`config.mk`:
```
export PLATFORM = sky130hd
export DESIGN_NAME = ebt_encoder
export DESIGN_NICKNAME = d
export VERILOG_FILES = /design/src/hw/ebt_pkg.sv /design/src/hw/ebt_word_buf.sv /design/src/hw/ebt_encoder.sv
export VERILOG_INCLUDE_DIRS = /design/src /design/src/hw
export SDC_FILE = /design/constraint.sdc
export NUM_CORES = 1
export LEC_CHECK = 0
export ABC_AREA = 1
export BUFFER_PORTS_ARGS = -buffer_cell sky130_fd_sc_hd__clkbuf_2
export CORE_ASPECT_RATIO = 0.5
export CORE_UTILIZATION = 45
export CTS_CLUSTER_SIZE = 40
export DETAILED_ROUTE_END_ITERATION = 8
export SYNTH_ARGS = -nofsm -noshare
export SYNTH_HDL_FRONTEND = slang
export SYNTH_HIERARCHICAL = 1
export SYNTH_SLANG_ARGS = --single-unit
```
`constraint.sdc`:
```
create_clock -name CORE_CLK -period 12.4 [get_ports CORE_CLK]
set_clock_uncertainty 0.2 [all_clocks]
set_input_delay 1.24 -clock CORE_CLK [delete_from_list [all_inputs] [get_ports CORE_CLK]]
set_output_delay 1.24 -clock CORE_CLK [all_outputs]
set_load 0.05 [all_outputs]
```
`src/hw/ebt_params.svh`:
```
// Constants for the byte-to-symbol line encoder.
// Assumes inclusion by bare name from the design files.
`ifndef EBT_PARAMS_SVH
`define EBT_PARAMS_SVH
`define EBT_BYTE_W 8
`define EBT_CODE_W 10
`define EBT_LOW_W 5
`define EBT_HIGH_W 3
`define EBT_SIX_W 6
`define EBT_FOUR_W 4
`define EBT_LOW_LSB 0
`define EBT_HIGH_LSB 5
`define EBT_BUF_DEPTH 2
`define EBT_RD_RESET 1'b0
`define EBT_SIX_BAL 3'h3
`define EBT_FOUR_BAL 3'h2
`define EBT_LOW_RUN_EXC 5'h07
`define EBT_HIGH_RUN_EXC 3'h3
`define EBT_HIGH_SEVEN 3'h7
`define EBT_FOUR_PRIMARY 4'hE
`define EBT_FOUR_ALT 4'h7
`endif

```
`src/hw/ebt_pkg.sv`:
```
// Types shared by the line encoder and its word buffer.
// Assumes ebt_params.svh supplies the widths.
`include "ebt_params.svh"
package ebt_pkg;
    typedef logic [`EBT_CODE_W-1:0] ebt_code_type;
    typedef logic [`EBT_BYTE_W-1:0] ebt_byte_type;
    typedef enum logic {EBT_RD_NEG, EBT_RD_POS} ebt_rd_type;
endpackage : ebt_pkg

```
`src/hw/ebt_word_buf.sv`:
```
// Two-entry word buffer with valid and ready on both sides.
// Assumes one clock and a synchronous active-low reset.
`timescale 1ns/1ns
`include "ebt_params.svh"
module ebt_word_buf
    import ebt_pkg::*;
#(
    parameter int WIDTH = `EBT_CODE_W,
    parameter int DEPTH = `EBT_BUF_DEPTH
) (
    input wire logic clk,
    input wire logic resetn,
    input wire logic [WIDTH-1:0] push_data,
    input wire logic push_valid,
    output logic push_ready,
    output logic [WIDTH-1:0] pop_data,
    output logic pop_valid,
    input wire logic pop_ready
);
    localparam int AW = (DEPTH > 1) ? $clog2(DEPTH) : 1;
    logic [WIDTH-1:0] mem [DEPTH];
    logic [AW-1:0] wr_idx;
    logic [AW-1:0] rd_idx;
    logic [AW:0] fill;
    wire do_push = push_valid && push_ready;
    wire do_pop = pop_valid && pop_ready;
    // Full is honest: no push while both entries hold words
    assign push_ready = (fill != (AW+1)'(DEPTH));
    assign pop_valid = (fill != '0);
    assign pop_data = mem[rd_idx];
    wire [AW-1:0] wr_idx_inc = (wr_idx == AW'(DEPTH-1)) ? '0 : wr_idx + 1'b1;
    wire [AW-1:0] rd_idx_inc = (rd_idx == AW'(DEPTH-1)) ? '0 : rd_idx + 1'b1;

    always_ff @(posedge clk) begin
        if (!resetn) begin
            wr_idx <= '0;
            rd_idx <= '0;
            fill <= '0;
        end else begin
            if (do_push) wr_idx <= wr_idx_inc;
            if (do_pop) rd_idx <= rd_idx_inc;
            fill <= fill + (AW+1)'(do_push) - (AW+1)'(do_pop);
        end
    end

    always_ff @(posedge clk) begin
        if (do_push) mem[wr_idx] <= push_data;
    end
endmodule : ebt_word_buf

```
`src/hw/ebt_encoder.sv`:
```
// Byte-to-10-bit line encoder with running disparity and output buffer.
// Assumes a byte source and a serializer on CORE_CLK with valid/ready.
// Notes on behaviour
// - Each accepted byte becomes exactly one 10-bit DC-balancing code word.
// - Low five bits map through a 5-to-6 code onto bits a..e,i.
// - High three bits map through a 3-to-4 code onto bits f,g,h,j.
// - A balanced sub-code leaves the running disparity unchanged.
// - Unbalanced sub-code picks +2 when disparity negative, -2 when positive, then flips.
// - Positive 6-bit variant is the bitwise complement of the negative one.
// - Full 32-entry 5-to-6 map; 00000 gives 100111 or 011000.
// - Input 00111 gives 111000 when negative, 000111 when positive.
// - Input 011 gives 1100 when negative, 0011 when positive.
// - Input 111 has primary 1110/0001 and alternate 0111/1000 codes.
`timescale 1ns/1ns
`include "ebt_params.svh"
module ebt_encoder
    import ebt_pkg::*;
(
    input wire logic CORE_CLK,
    input wire logic RESETN,
    input wire logic [`EBT_BYTE_W-1:0] IN_DATA,
    input wire logic IN_VALID,
    output logic IN_READY,
    output logic [`EBT_CODE_W-1:0] OUT_CODE,
    output logic OUT_VALID,
    input wire logic OUT_READY
);
    // Negative-disparity form of the 5-to-6 map, a in the top bit
    function automatic logic [`EBT_SIX_W-1:0] six_neg_of(input logic [`EBT_LOW_W-1:0] v);
        logic [`EBT_SIX_W-1:0] r;
        r = 6'h00;
        unique case (v)
            5'h00: r = 6'h27;
            5'h01: r = 6'h1D;
            5'h02: r = 6'h2D;
            5'h03: r = 6'h31;
            5'h04: r = 6'h35;
            5'h05: r = 6'h29;
            5'h06: r = 6'h19;
            5'h07: r = 6'h38;
            5'h08: r = 6'h39;
            5'h09: r = 6'h25;
            5'h0A: r = 6'h15;
            5'h0B: r = 6'h34;
            5'h0C: r = 6'h0D;
            5'h0D: r = 6'h2C;
            5'h0E: r = 6'h1C;
            5'h0F: r = 6'h17;
            5'h10: r = 6'h1B;
            5'h11: r = 6'h23;
            5'h12: r = 6'h13;
            5'h13: r = 6'h32;
            5'h14: r = 6'h0B;
            5'h15: r = 6'h2A;
            5'h16: r = 6'h1A;
            5'h17: r = 6'h3A;
            5'h18: r = 6'h33;
            5'h19: r = 6'h26;
            5'h1A: r = 6'h16;
            5'h1B: r = 6'h36;
            5'h1C: r = 6'h0E;
            5'h1D: r = 6'h2E;
            5'h1E: r = 6'h1E;
            5'h1F: r = 6'h2B;
        endcase
        return r;
    endfunction : six_neg_of

    // Negative-disparity form of the 3-to-4 map, primary seven
    function automatic logic [`EBT_FOUR_W-1:0] four_neg_of(input logic [`EBT_HIGH_W-1:0] v);
        logic [`EBT_FOUR_W-1:0] r;
        r = 4'h0;
        unique case (v)
            3'h0: r = 4'hB;
            3'h1: r = 4'h9;
            3'h2: r = 4'h5;
            3'h3: r = 4'hC;
            3'h4: r = 4'hD;
            3'h5: r = 4'hA;
            3'h6: r = 4'h6;
            3'h7: r = `EBT_FOUR_PRIMARY;
        endcase
        return r;
    endfunction : four_neg_of

    ebt_rd_type rd;
    logic buf_ready;

    wire [`EBT_LOW_W-1:0] low_five_input_bits = IN_DATA[`EBT_LOW_LSB +: `EBT_LOW_W];
    wire [`EBT_HIGH_W-1:0] high_three_input_bits = IN_DATA[`EBT_HIGH_LSB +: `EBT_HIGH_W];
    wire in_fire = IN_VALID && buf_ready;
    wire rd_pos = (rd == EBT_RD_POS);

    // 6-bit sub-code
    wire [`EBT_SIX_W-1:0] six_neg = six_neg_of(low_five_input_bits);
    wire [2:0] six_ones_neg = 3'($countones(six_neg));
    wire six_unbal = (six_ones_neg != `EBT_SIX_BAL);
    wire six_run_exc = (low_five_input_bits == `EBT_LOW_RUN_EXC);
    // Only unbalanced entries and the run exception have two forms
    wire six_flip = six_unbal || six_run_exc;
    wire [`EBT_SIX_W-1:0] six_code = (six_flip && rd_pos) ? ~six_neg : six_neg;
    // Disparity after the 6-bit part; a balanced word keeps it
    wire rd6_pos = rd_pos ^ six_unbal;

    // 4-bit sub-code
    wire high_seven = (high_three_input_bits == `EBT_HIGH_SEVEN);
    // Primary seven after e=i=1 (or 0) would make five equal bits in a row
    wire run_of_five = rd6_pos ? (six_code[1:0] == 2'b00) : (six_code[1:0] == 2'b11);
    wire use_alt = high_seven && run_of_five;
    wire [`EBT_FOUR_W-1:0] primary_seven_code = `EBT_FOUR_PRIMARY;
    wire [`EBT_FOUR_W-1:0] alternate_seven_code = `EBT_FOUR_ALT;
    wire [`EBT_FOUR_W-1:0] four_neg = use_alt ? alternate_seven_code
                                              : four_neg_of(high_three_input_bits);
    wire [2:0] four_ones_neg = 3'($countones(four_neg));
    wire four_unbal = (four_ones_neg != `EBT_FOUR_BAL);
    wire four_run_exc = (high_three_input_bits == `EBT_HIGH_RUN_EXC);
    wire four_flip = four_unbal || four_run_exc;
    wire [`EBT_FOUR_W-1:0] four_code = (four_flip && rd6_pos) ? ~four_neg : four_neg;
    wire next_rd_pos = rd6_pos ^ four_unbal;

    wire [`EBT_CODE_W-1:0] word = {six_code, four_code};

    assign IN_READY = buf_ready;

    always_ff @(posedge CORE_CLK) begin
        if (!RESETN) begin
            rd <= EBT_RD_NEG;
        end else if (in_fire) begin
            rd <= next_rd_pos ? EBT_RD_POS : EBT_RD_NEG;
        end
    end

    // A stalled serializer fills the buffer, then IN_READY drops
    ebt_word_buf #(
        .WIDTH(`EBT_CODE_W),
        .DEPTH(`EBT_BUF_DEPTH)
    ) u_buf (
        .clk(CORE_CLK),
        .resetn(RESETN),
        .push_data(word),
        .push_valid(IN_VALID),
        .push_ready(buf_ready),
        .pop_data(OUT_CODE),
        .pop_valid(OUT_VALID),
        .pop_ready(OUT_READY)
    );

    // Checking helpers: line disparity of words actually sent
    logic signed [4:0] line_disp;
    wire out_fire = OUT_VALID && OUT_READY;
    wire signed [4:0] out_word_disp = 5'($countones(OUT_CODE)) * 5'sd2 - 5'sd10;
    always_ff @(posedge CORE_CLK) begin
        if (!RESETN) begin
            line_disp <= -5'sd1;
        end else if (out_fire) begin
            line_disp <= line_disp + out_word_disp;
        end
    end
endmodule : ebt_encoder

```
==> results of run 1 <==
synth_stat cells (3+ instances only):
library cell and n:
nand2_1 39, inv_1 27, edfxtp_1 20, nand3_1 13, ha_1 12, nor2_1 12
mux2_2 10, nand2_2 9, o21ai_0 8, xor2_1 7, dfxtp_1 6, nand3_2 5
buf_6 4, fa_1 4, inv_2 4, nand2_4 4, nor2_4 3
final timing paths:
path,start,to,slack [ns],cells after the start
max,IN_DATA[0],u_buf/mem[0][0],5.31,35
min,u_buf/rd_idx,flop,0.31,2
max reg2reg,rd,u_buf/mem[0][0],8.76,21
min reg2reg,u_buf/rd_idx,flop,0.31,2
sequential cells by signal (all words and copies together), names as in the netlist, named ones only:
register	cells
u_buf/mem	20
u_buf/fill	2
u_buf/rd_idx	1
rd	1
u_buf/wr_idx	1
power by group:
part	internal, mW	switching, mW	total, mW	leakage, nW
clock network	0.0229	0.0237	0.0466	0.0228
logic	0.0705	0.162	0.232	0.707
registers	0.131	0.0117	0.143	0.236
logic make-up after synthesis:
group           after synthesis
simple gates                 91
mux                          10
xor+xnor                      9
buf+inv                      36
fa+ha+maj                    16
flops                        26
compound gates               15
critical path, delay by kind of cell:
| family | cells | cell delay [ns] |
|---|---|---|
| simple gates | 15 | 1.74 |
| compound gates | 1 | 0.16 |
| buf+inv | 11 | 0.88 |
| fa+ha+maj | 8 | 2.92 |
metrics by stage:
step / util / instance area, um^2 / setup WS, ns
finish: 0.525 / 2080 / 5.31
floorplan: - / 1900 / 5.72
detailed placement: 0.514 / 2040 / 4.99
CTS: 0.525 / 2080 / 5.27
global route: 0.525 / 2080 / 4.79
global placement: 0.514 / 2040 / 5.05
layer usage:
metal / part of all wire / vias to the layer above / GRT usage
met4: 0 / 0 / 0.0369
met5: 0 / - / 0
li1: - / 703 / -
met3: 0.029 / 0 / 0.0143
met1: 0.49 / 626 / 0.199
met2: 0.48 / 26 / 0.276
final cells by class:
cell class | count | area, um^2 | share of cell area
Clock buffer | 4 | 45.0 | 0.0216
Inverter | 32 | 125 | 0.0601
Tap cell | 54 | 67.6 | 0.0325
Sequential cell | 26 | 721 | 0.346
Multi-Input combinational cell | 141 | 1010 | 0.484
Timing Repair Buffer | 23 | 115 | 0.0553
layout by cell type (no fill, tap or decap), types with 2 or more instances in the layout:
cell      count
nand2_1      39
inv_1        27
clkbuf_2     23
edfxtp_1     20
nand3_1      13
nor2_1       12
ha_1         12
mux2_2       10
nand2_2       9
o21ai_0       8
xor2_1        7
dfxtp_1       6
nand3_2       5
nand2_4       4
inv_2         4
fa_1          4
nor2_4        3
clkbuf_8      3
o221ai_1      2
nand4_1       2
o211ai_1      2
xnor2_1       2
nor2_2        2
==> key figures, run 1 <==
Logic synthesis
  • Synth Instances: ~200
  • Synthesized-area fraction occupied by ao, oa, aoi and oai cells: 0.0494
  • Post-synth design cell area: 1900 um^2
  • Share of the synthesized area in the top cell type: 0.316
  • Number of synthesized register bits: 26
  • Post-synthesis mux area share: 0.0593
  • XOR/XNOR Fraction of Synth Area: 0.0415
  • Adder-cell share of the synthesized area: 0.121
  • Largest family of logic cells by synthesized area: simple AND/OR/NAND/NOR gates
  • Seq/Total Area, Yosys: 0.380
  • Mean Syn Cell Area: around 9.4 um^2
  • Netlist cell types: 28
  • Synth Area in Simple Gates: 0.259
  • Synth Flop Type: edfxtp_1
  • Syn_nets: roughly 230
  • Top post-synthesis cells by area: edfxtp_1, ha_1, nand2_1
  • Synth area leader: edfxtp_1
  • Synthesis warning total: 6
  • Asr flop ratio synth: 0
  • Post-synth EDFFs: 20

Min path
  • Hold/Removal Path Class: flop to flop

Power
  • Power Density: 203 nW/um^2
  • Peak supply drop: 83.3 uV
  • Total power draw: roughly 420 uW
  • Leak pwr: between 0.9 and 1 nW

Critical path
  • CP max stage cell: fa_1
  • CP max stage delay: 0.55 ns
  • Worst EP required: 12.23 ns
  • Crit path DAT: roughly 6.9 ns
  • CP dominant cell by count: inv_1
  • Critical path startpoint category: input pin
  • Critical Path Fanout Max: 6
  • WS Path Type: input pin to flop
  • Worst Setup End Kind: flop

Final layout
  • Non-Filler Instances: 280
  • # fillers: between 300 and 400
  • Area growth syn-to-layout: 9.62%
  • Final nets: roughly 260
  • Antenna diodes: 0
  • Layout cells sized above 1: 0.292

Clock tree
  • CTS clk-pin slew, worst paths: ~0.090 ns
  • Clk_lat worst skew: between 0.2 and 0.3 ns
  • Sink Count: 26
  • CTS tree: done
  • CTS root buffer: clkbuf_8
  • Hold-fix buffers at CTS: 0
  • # Post-CTS Setup Buffers: 0
  • H-Tree Depth: 1
  • Resized Gates After CTS: 0
  • Num CTS Buffers: 3
  • Clock Path Buffers: 2

Floorplan
  • Row cnt: 16
  • Chip height: 47.9 um
  • Core footprint: between 3000 and 4000 um^2
  • Starting Density: 0.479
  • Num ports: 24
  • Die area: approximately 4500 um^2
  • Die width: about 94 um

Timing
  • Final hold slack: roughly 0.31 ns
  • Final slew viol count: 0
  • RSZ-0062 raised after global routing: no
  • Final hold violations: 0
  • Fmax achieved: approximately 0.14 GHz
  • Worst Max-Slew Pin Slew: 0.899 ns
  • Tcrit/Tclk final: 0.572
  • Setup TNS: 0 ns
  • Minimum clock period: ~7.1 ns
  • Slew HR: 0.399
  • Setup violators final: 0

Detailed routing
  • Vias: around 1400
  • First-pass detailed-route iteration total: 5
  • WL/cell: between 10 and 15 um
  • Residual DRC: 0
  • Vias/cell: 4.84
  • Drt total wl: approximately 3200 um
  • DRT iter0 DRCs: 54
  • Post-route ant nets: 0

GRT
  • Vias in the first global route: 1185
  • Antenna violations before repair: 0
  • Gr ovfl total: 0
  • First-pass GRT wire length: slightly above 5000 um
  • Gr usage total: 0.150
  • Largest net degree at the start of global routing: 15

Placed design
  • Inst Count DP: 276
  • DP HPWL: around 2500 um
  • I/O Buffers: 23
  • GP Congestion: 0.824

Flow run
  • Max Cap Viol: 0

Run status
  • Status: finished, final reports clean
No activity file was read; power rests on OpenSTA's default activity.
==> run 2, diff against run 1 <==
PLACE_DENSITY = 0.67   (was unset)
clock period = 5.8 ns   (was 12.4 ns; I/O delays follow)
==> key figures, run 2 (synthesis gave the netlist of run 1 again) <==
Power
  • Power Density: ~400 nW/um^2
  • Total power draw: around 1.1 mW
  • Leak pwr: approximately 1.2 nW
  • Peak supply drop: 142 uV

Clock tree
  • Clock Path Buffers: 2
  • H-Tree Depth: 1
  • CTS clk-pin slew, worst paths: about 0.080 ns
  • Hold-fix buffers at CTS: 0
  • Num CTS Buffers: 3
  • CTS tree: done
  • Sink Count: 26
  • Clk_lat worst skew: between 0.2 and 0.3 ns
  • CTS root buffer: clkbuf_8

Min path
  • Hold/Removal Path Class: flop to flop
  • Min-delay src: u_buf/rd_idx

Critical path
  • CP max stage delay: between 0.5 and 0.6 ns
  • Crit path DAT: approximately 5.6 ns
  • Critical path startpoint category: input pin
  • CP dominant cell by count: inv_2
  • CP max stage cell: fa_1
  • Critical Path Fanout Max: 5
  • Worst Setup End Kind: flop
  • Worst setup startpoint: IN_DATA[0]
  • WS Path Type: input pin to flop
  • Worst EP required: between 5 and 6 ns
  • Reg2reg start: rd

GRT
  • Gr ovfl total: 0
  • Gr usage total: 0.159
  • Antenna violations before repair: 0
  • Largest net degree at the start of global routing: 15
  • First-pass GRT wire length: ~5400 um
  • Vias in the first global route: between 1000 and 1500

Detailed routing
  • Residual DRC: 0
  • Vias: between 1000 and 1500
  • First-pass detailed-route iteration total: 4
  • Drt total wl: about 3700 um
  • DRT iter0 DRCs: 100
  • Post-route ant nets: 0
  • WL/cell: roughly 12 um
  • Vias/cell: 4.69

Final layout
  • Core Util, Final: 0.661
  • Antenna diodes: 0
  • Biggest registers after layout: u_buf/mem: 20 flops, u_buf/fill: 2 flops
  • Most frequent cells in the layout: buf_4, nand2_1, clkbuf_2
  • Most flop-heavy register: u_buf/mem
  • Final nets: roughly 290
  • Area growth syn-to-layout: 38.0%
  • Most common cell after layout, fill and taps aside: buf_4
  • Layout cells sized above 1: 0.540
  • # fillers: slightly above 300
  • Max reg flops: 20

Flow run
  • Max Cap Viol: 0

Placed design
  • DP HPWL: between 2000 and 3000 um
  • GP Congestion: 0.803
  • Worst slack, placed: -0.507 ns
  • I/O Buffers: 23

Timing
  • Final worst slack: between 0.03 and 0.04 ns
  • RSZ-0062 raised after global routing: yes
  • Final hold violations: 0
  • Worst Max-Slew Pin Slew: just over 0.9 ns
  • Slew HR: 0.383
  • Final hold slack: 0.302 ns
  • Minimum clock period: slightly below 6 ns
  • Tcrit/Tclk final: 0.994
  • Setup TNS: 0 ns
  • Fmax achieved: roughly 0.17 GHz
  • Setup violators final: 0
  • Final slew viol count: 0

Run status
  • Status: finished, final reports clean

Floorplan
  • Chip height: between 40 and 50 um
  • Row cnt: 16
  • Starting Density: 0.479
  • Die area: about 4500 um^2
  • Core footprint: 3960 um^2
  • Die width: between 90 and 100 um
  • Num ports: 24
[run 2: path summary, 6_finish.rpt]
kind | slack (ns) | cells past startpoint | to
hold reg to reg | 0.30 | 2 | flop
hold / removal | 0.30 | 2 | flop
setup / recovery | 0.04 | 36 | u_buf/mem[0][3]
setup reg to reg | 2.30 | 22 | u_buf/mem[0][3]
[run 2: what timing repair did]
item                       in CTS  in global routing
setup endpoints to repair       9                  9
buffers inserted                6                  3
pin swaps                      12                 28
gates resized for setup        24                 33
[run 2: area by class of cell]
type / instances / area [um^2] / area share
clock buffers: 4 / 45.0 / 0.0172
inverters: 32 / 140 / 0.0535
repair buffers: 62 / 444 / 0.170
flip-flops and latches: 26 / 721 / 0.275
multi-input cells: 141 / 1200 / 0.459
well taps: 54 / 67.6 / 0.0258
[run 2: metal layers]
| metal | GRT usage | routed length (um) |
|---|---|---|
| met1 | 0.193 | 1650 |
| met2 | 0.312 | 1950 |
| met3 | 0.0159 | 69 |
| met4 | 0.0554 | 48 |
| met5 | 0 | 0 |
[run 2: worst max-delay path, delay by kind of cell]
| family | cells | cell delay (ns) |
|---|---|---|
| adders and majority gates | 8 | 2.77 |
| buffers and inverters | 11 | 0.72 |
| and+or+nand+nor | 16 | 1.43 |
| AOI/OAI and AO/OA | 1 | 0.08 |
[run 2: report_power, final]
group | switching (mW) | internal, mW | total (mW)
combinational | 0.400 | 0.246 | 0.645
clock | 0.0514 | 0.0490 | 0.100
sequential | 0.0259 | 0.280 | 0.306
[run 2: stage by stage]
stage	instances	area [um^2]
2_1_floorplan	203	1910
3_3_place_gp	307	2280
3_5_place_dp	307	2280
4_1_cts	317	2470
5_1_grt	319	2620
6_report	319	2620
==> run 3, diff against run 2 <==
HOLD_SLACK_MARGIN = 0.15   (was unset)
RECOVER_POWER = 50   (was unset)
SKIP_LAST_GASP = 1   (was unset)
==> key figures, run 3 (synthesis gave the netlist of run 1 again) <==
Run status
  • Status: finished, final reports clean

Critical path
  • Critical Path Fanout Max: 5
  • Worst Setup End Kind: flop
  • Crit path DAT: 5.58 ns
  • CP max stage cell: fa_1
  • CP dominant cell by count: inv_2
  • Critical path startpoint category: input pin
  • WS Path Type: input pin to flop
  • R2r setup slk: ~2.3 ns
  • CP max stage delay: ~0.54 ns
  • Worst EP required: roughly 5.6 ns

Timing
  • Setup violators final: 0
  • Fmax achieved: approximately 0.17 GHz
  • Slew HR: 0.386
  • RSZ-0062 raised after global routing: yes
  • Final slew viol count: 0
  • Tcrit/Tclk final: 0.994
  • Final worst slack: 0.0350 ns
  • Minimum clock period: ~5.8 ns
  • Final hold violations: 0
  • Worst Max-Slew Pin Slew: about 0.9 ns
  • Final hold slack: a little over 0.3 ns

Clock tree
  • CTS root buffer: clkbuf_8
  • Clock Path Buffers: 2
  • Clk_lat worst skew: 0.26 ns
  • Num CTS Buffers: 3
  • Hold-fix buffers at CTS: 0
  • Sink Count: 26
  • H-Tree Depth: 1
  • CTS clk-pin slew, worst paths: around 0.08 ns
  • CTS tree: done

Floorplan
  • Starting Density: 0.479
  • Core footprint: about 4000 um^2
  • Chip height: 47.9 um
  • Die width: 93.8 um
  • Row cnt: 16
  • Num ports: 24
  • Die area: about 4500 um^2

Power
  • Power Density: approximately 400 nW/um^2
  • Leak pwr: 1.19 nW
  • Comb pwr share: 0.611
  • Peak supply drop: around 140 uV
  • Sw Pwr: between 400 and 500 uW
  • Net Sw Frac: 0.452
  • Internal: roughly 570 uW
  • Clock network power share: 0.096
  • Register share of total power: 0.293

GRT
  • Largest net degree at the start of global routing: 15
  • Gr ovfl total: 0
  • Gr usage total: 0.159
  • First-pass GRT wire length: between 5000 and 6000 um
  • Antenna violations before repair: 0
  • Vias in the first global route: between 1000 and 1500

Final layout
  • Biggest registers after layout: u_buf/mem: 20 flops, u_buf/fill: 2 flops
  • Core Util, Final: 0.654
  • # fillers: about 310
  • Final nets: just under 300
  • Most common cell after layout, fill and taps aside: buf_4
  • Antenna diodes: 0
  • Area growth syn-to-layout: 36.7%
  • Layout cells sized above 1: 0.513
  • Most flop-heavy register: u_buf/mem
  • Max reg flops: 20
  • Non-Filler Instances: between 300 and 400
  • Most frequent cells in the layout: buf_4, nand2_1, edfxtp_1

Detailed routing
  • Residual DRC: 0
  • DRT iter0 DRCs: just over 90
  • Vias: around 1500
  • Post-route ant nets: 0
  • First-pass detailed-route iteration total: 4
  • Vias/cell: 4.68
  • WL/cell: about 12 um
  • Drt total wl: between 3000 and 4000 um

Placed design
  • Inst Count DP: 307
  • DP HPWL: about 2700 um
  • GP Congestion: about 0.8
  • Worst slack, placed: -0.507 ns
  • I/O Buffers: 23

Flow run
  • Max Cap Viol: 0

Min path
  • Hold/Removal Path Class: flop to flop
[run 3: cell counts in the layout (fill, tap and decap cells not counted)]
Identical to the previous run, type by type.
[run 3: layer usage]
metal  GRT usage  share of wire
met5           0              0
met3      0.0159          0.020
met1       0.193           0.44
met2       0.312           0.52
met4      0.0554          0.013
[run 3: per-stage QoR]
stage / cell area [um^2] / TNS [ns] / total power, mW
CTS: 2470 / 0 / 1.01
finish: 2590 / 0 / 1.04
global placement: 2280 / -2.65 / 0.847
global route: 2590 / -1.43 / 1.11
floorplan: 1910 / 0 / 0.727
detailed placement: 2280 / -3.70 / 0.865
[run 3: worst max-delay path: cells and delay by family]
family                   cells  cell delay (ns)
adder cells (fa/ha/maj)      8             2.77
AND/OR/NAND/NOR             16             1.43
buffers and inverters       11             0.72
AO/OA/AOI/OAI                1             0.08
[run 3: cell type report]
cell class | instances | area [um^2] | area share
multi-input combinational | 141 | 1180 | 0.454
sequential | 26 | 721 | 0.278
timing repair buffer | 62 | 442 | 0.170
inverter | 32 | 140 | 0.0540
tap | 54 | 67.6 | 0.0260
clock buffer | 4 | 45.0 | 0.0174
[run 3: path summary, 6_finish.rpt]
path | end | startpoint | depth (start not counted)
hold / removal | flop | u_buf/rd_idx | 2
setup / recovery | u_buf/mem[0][3] | IN_DATA[0] | 36
hold reg to reg | flop | u_buf/rd_idx | 2
setup reg to reg | u_buf/mem[0][3] | rd | 22
[run 3: repair_timing]
action                                  CTS  global route
endpoints found under the setup margin    9             9
resized for setup                        24            33
setup buffers                             6             3
pin swaps                                12            28
[run 3: power groups by stage]
stage	logic (mW)	clock network, mW	registers [mW]
detailed placement	0.555	0	0.311
global route	0.691	0.108	0.311
finish	0.633	0.0993	0.304
global placement	0.539	0	0.308
CTS	0.598	0.101	0.307
floorplan	0.429	0	0.298
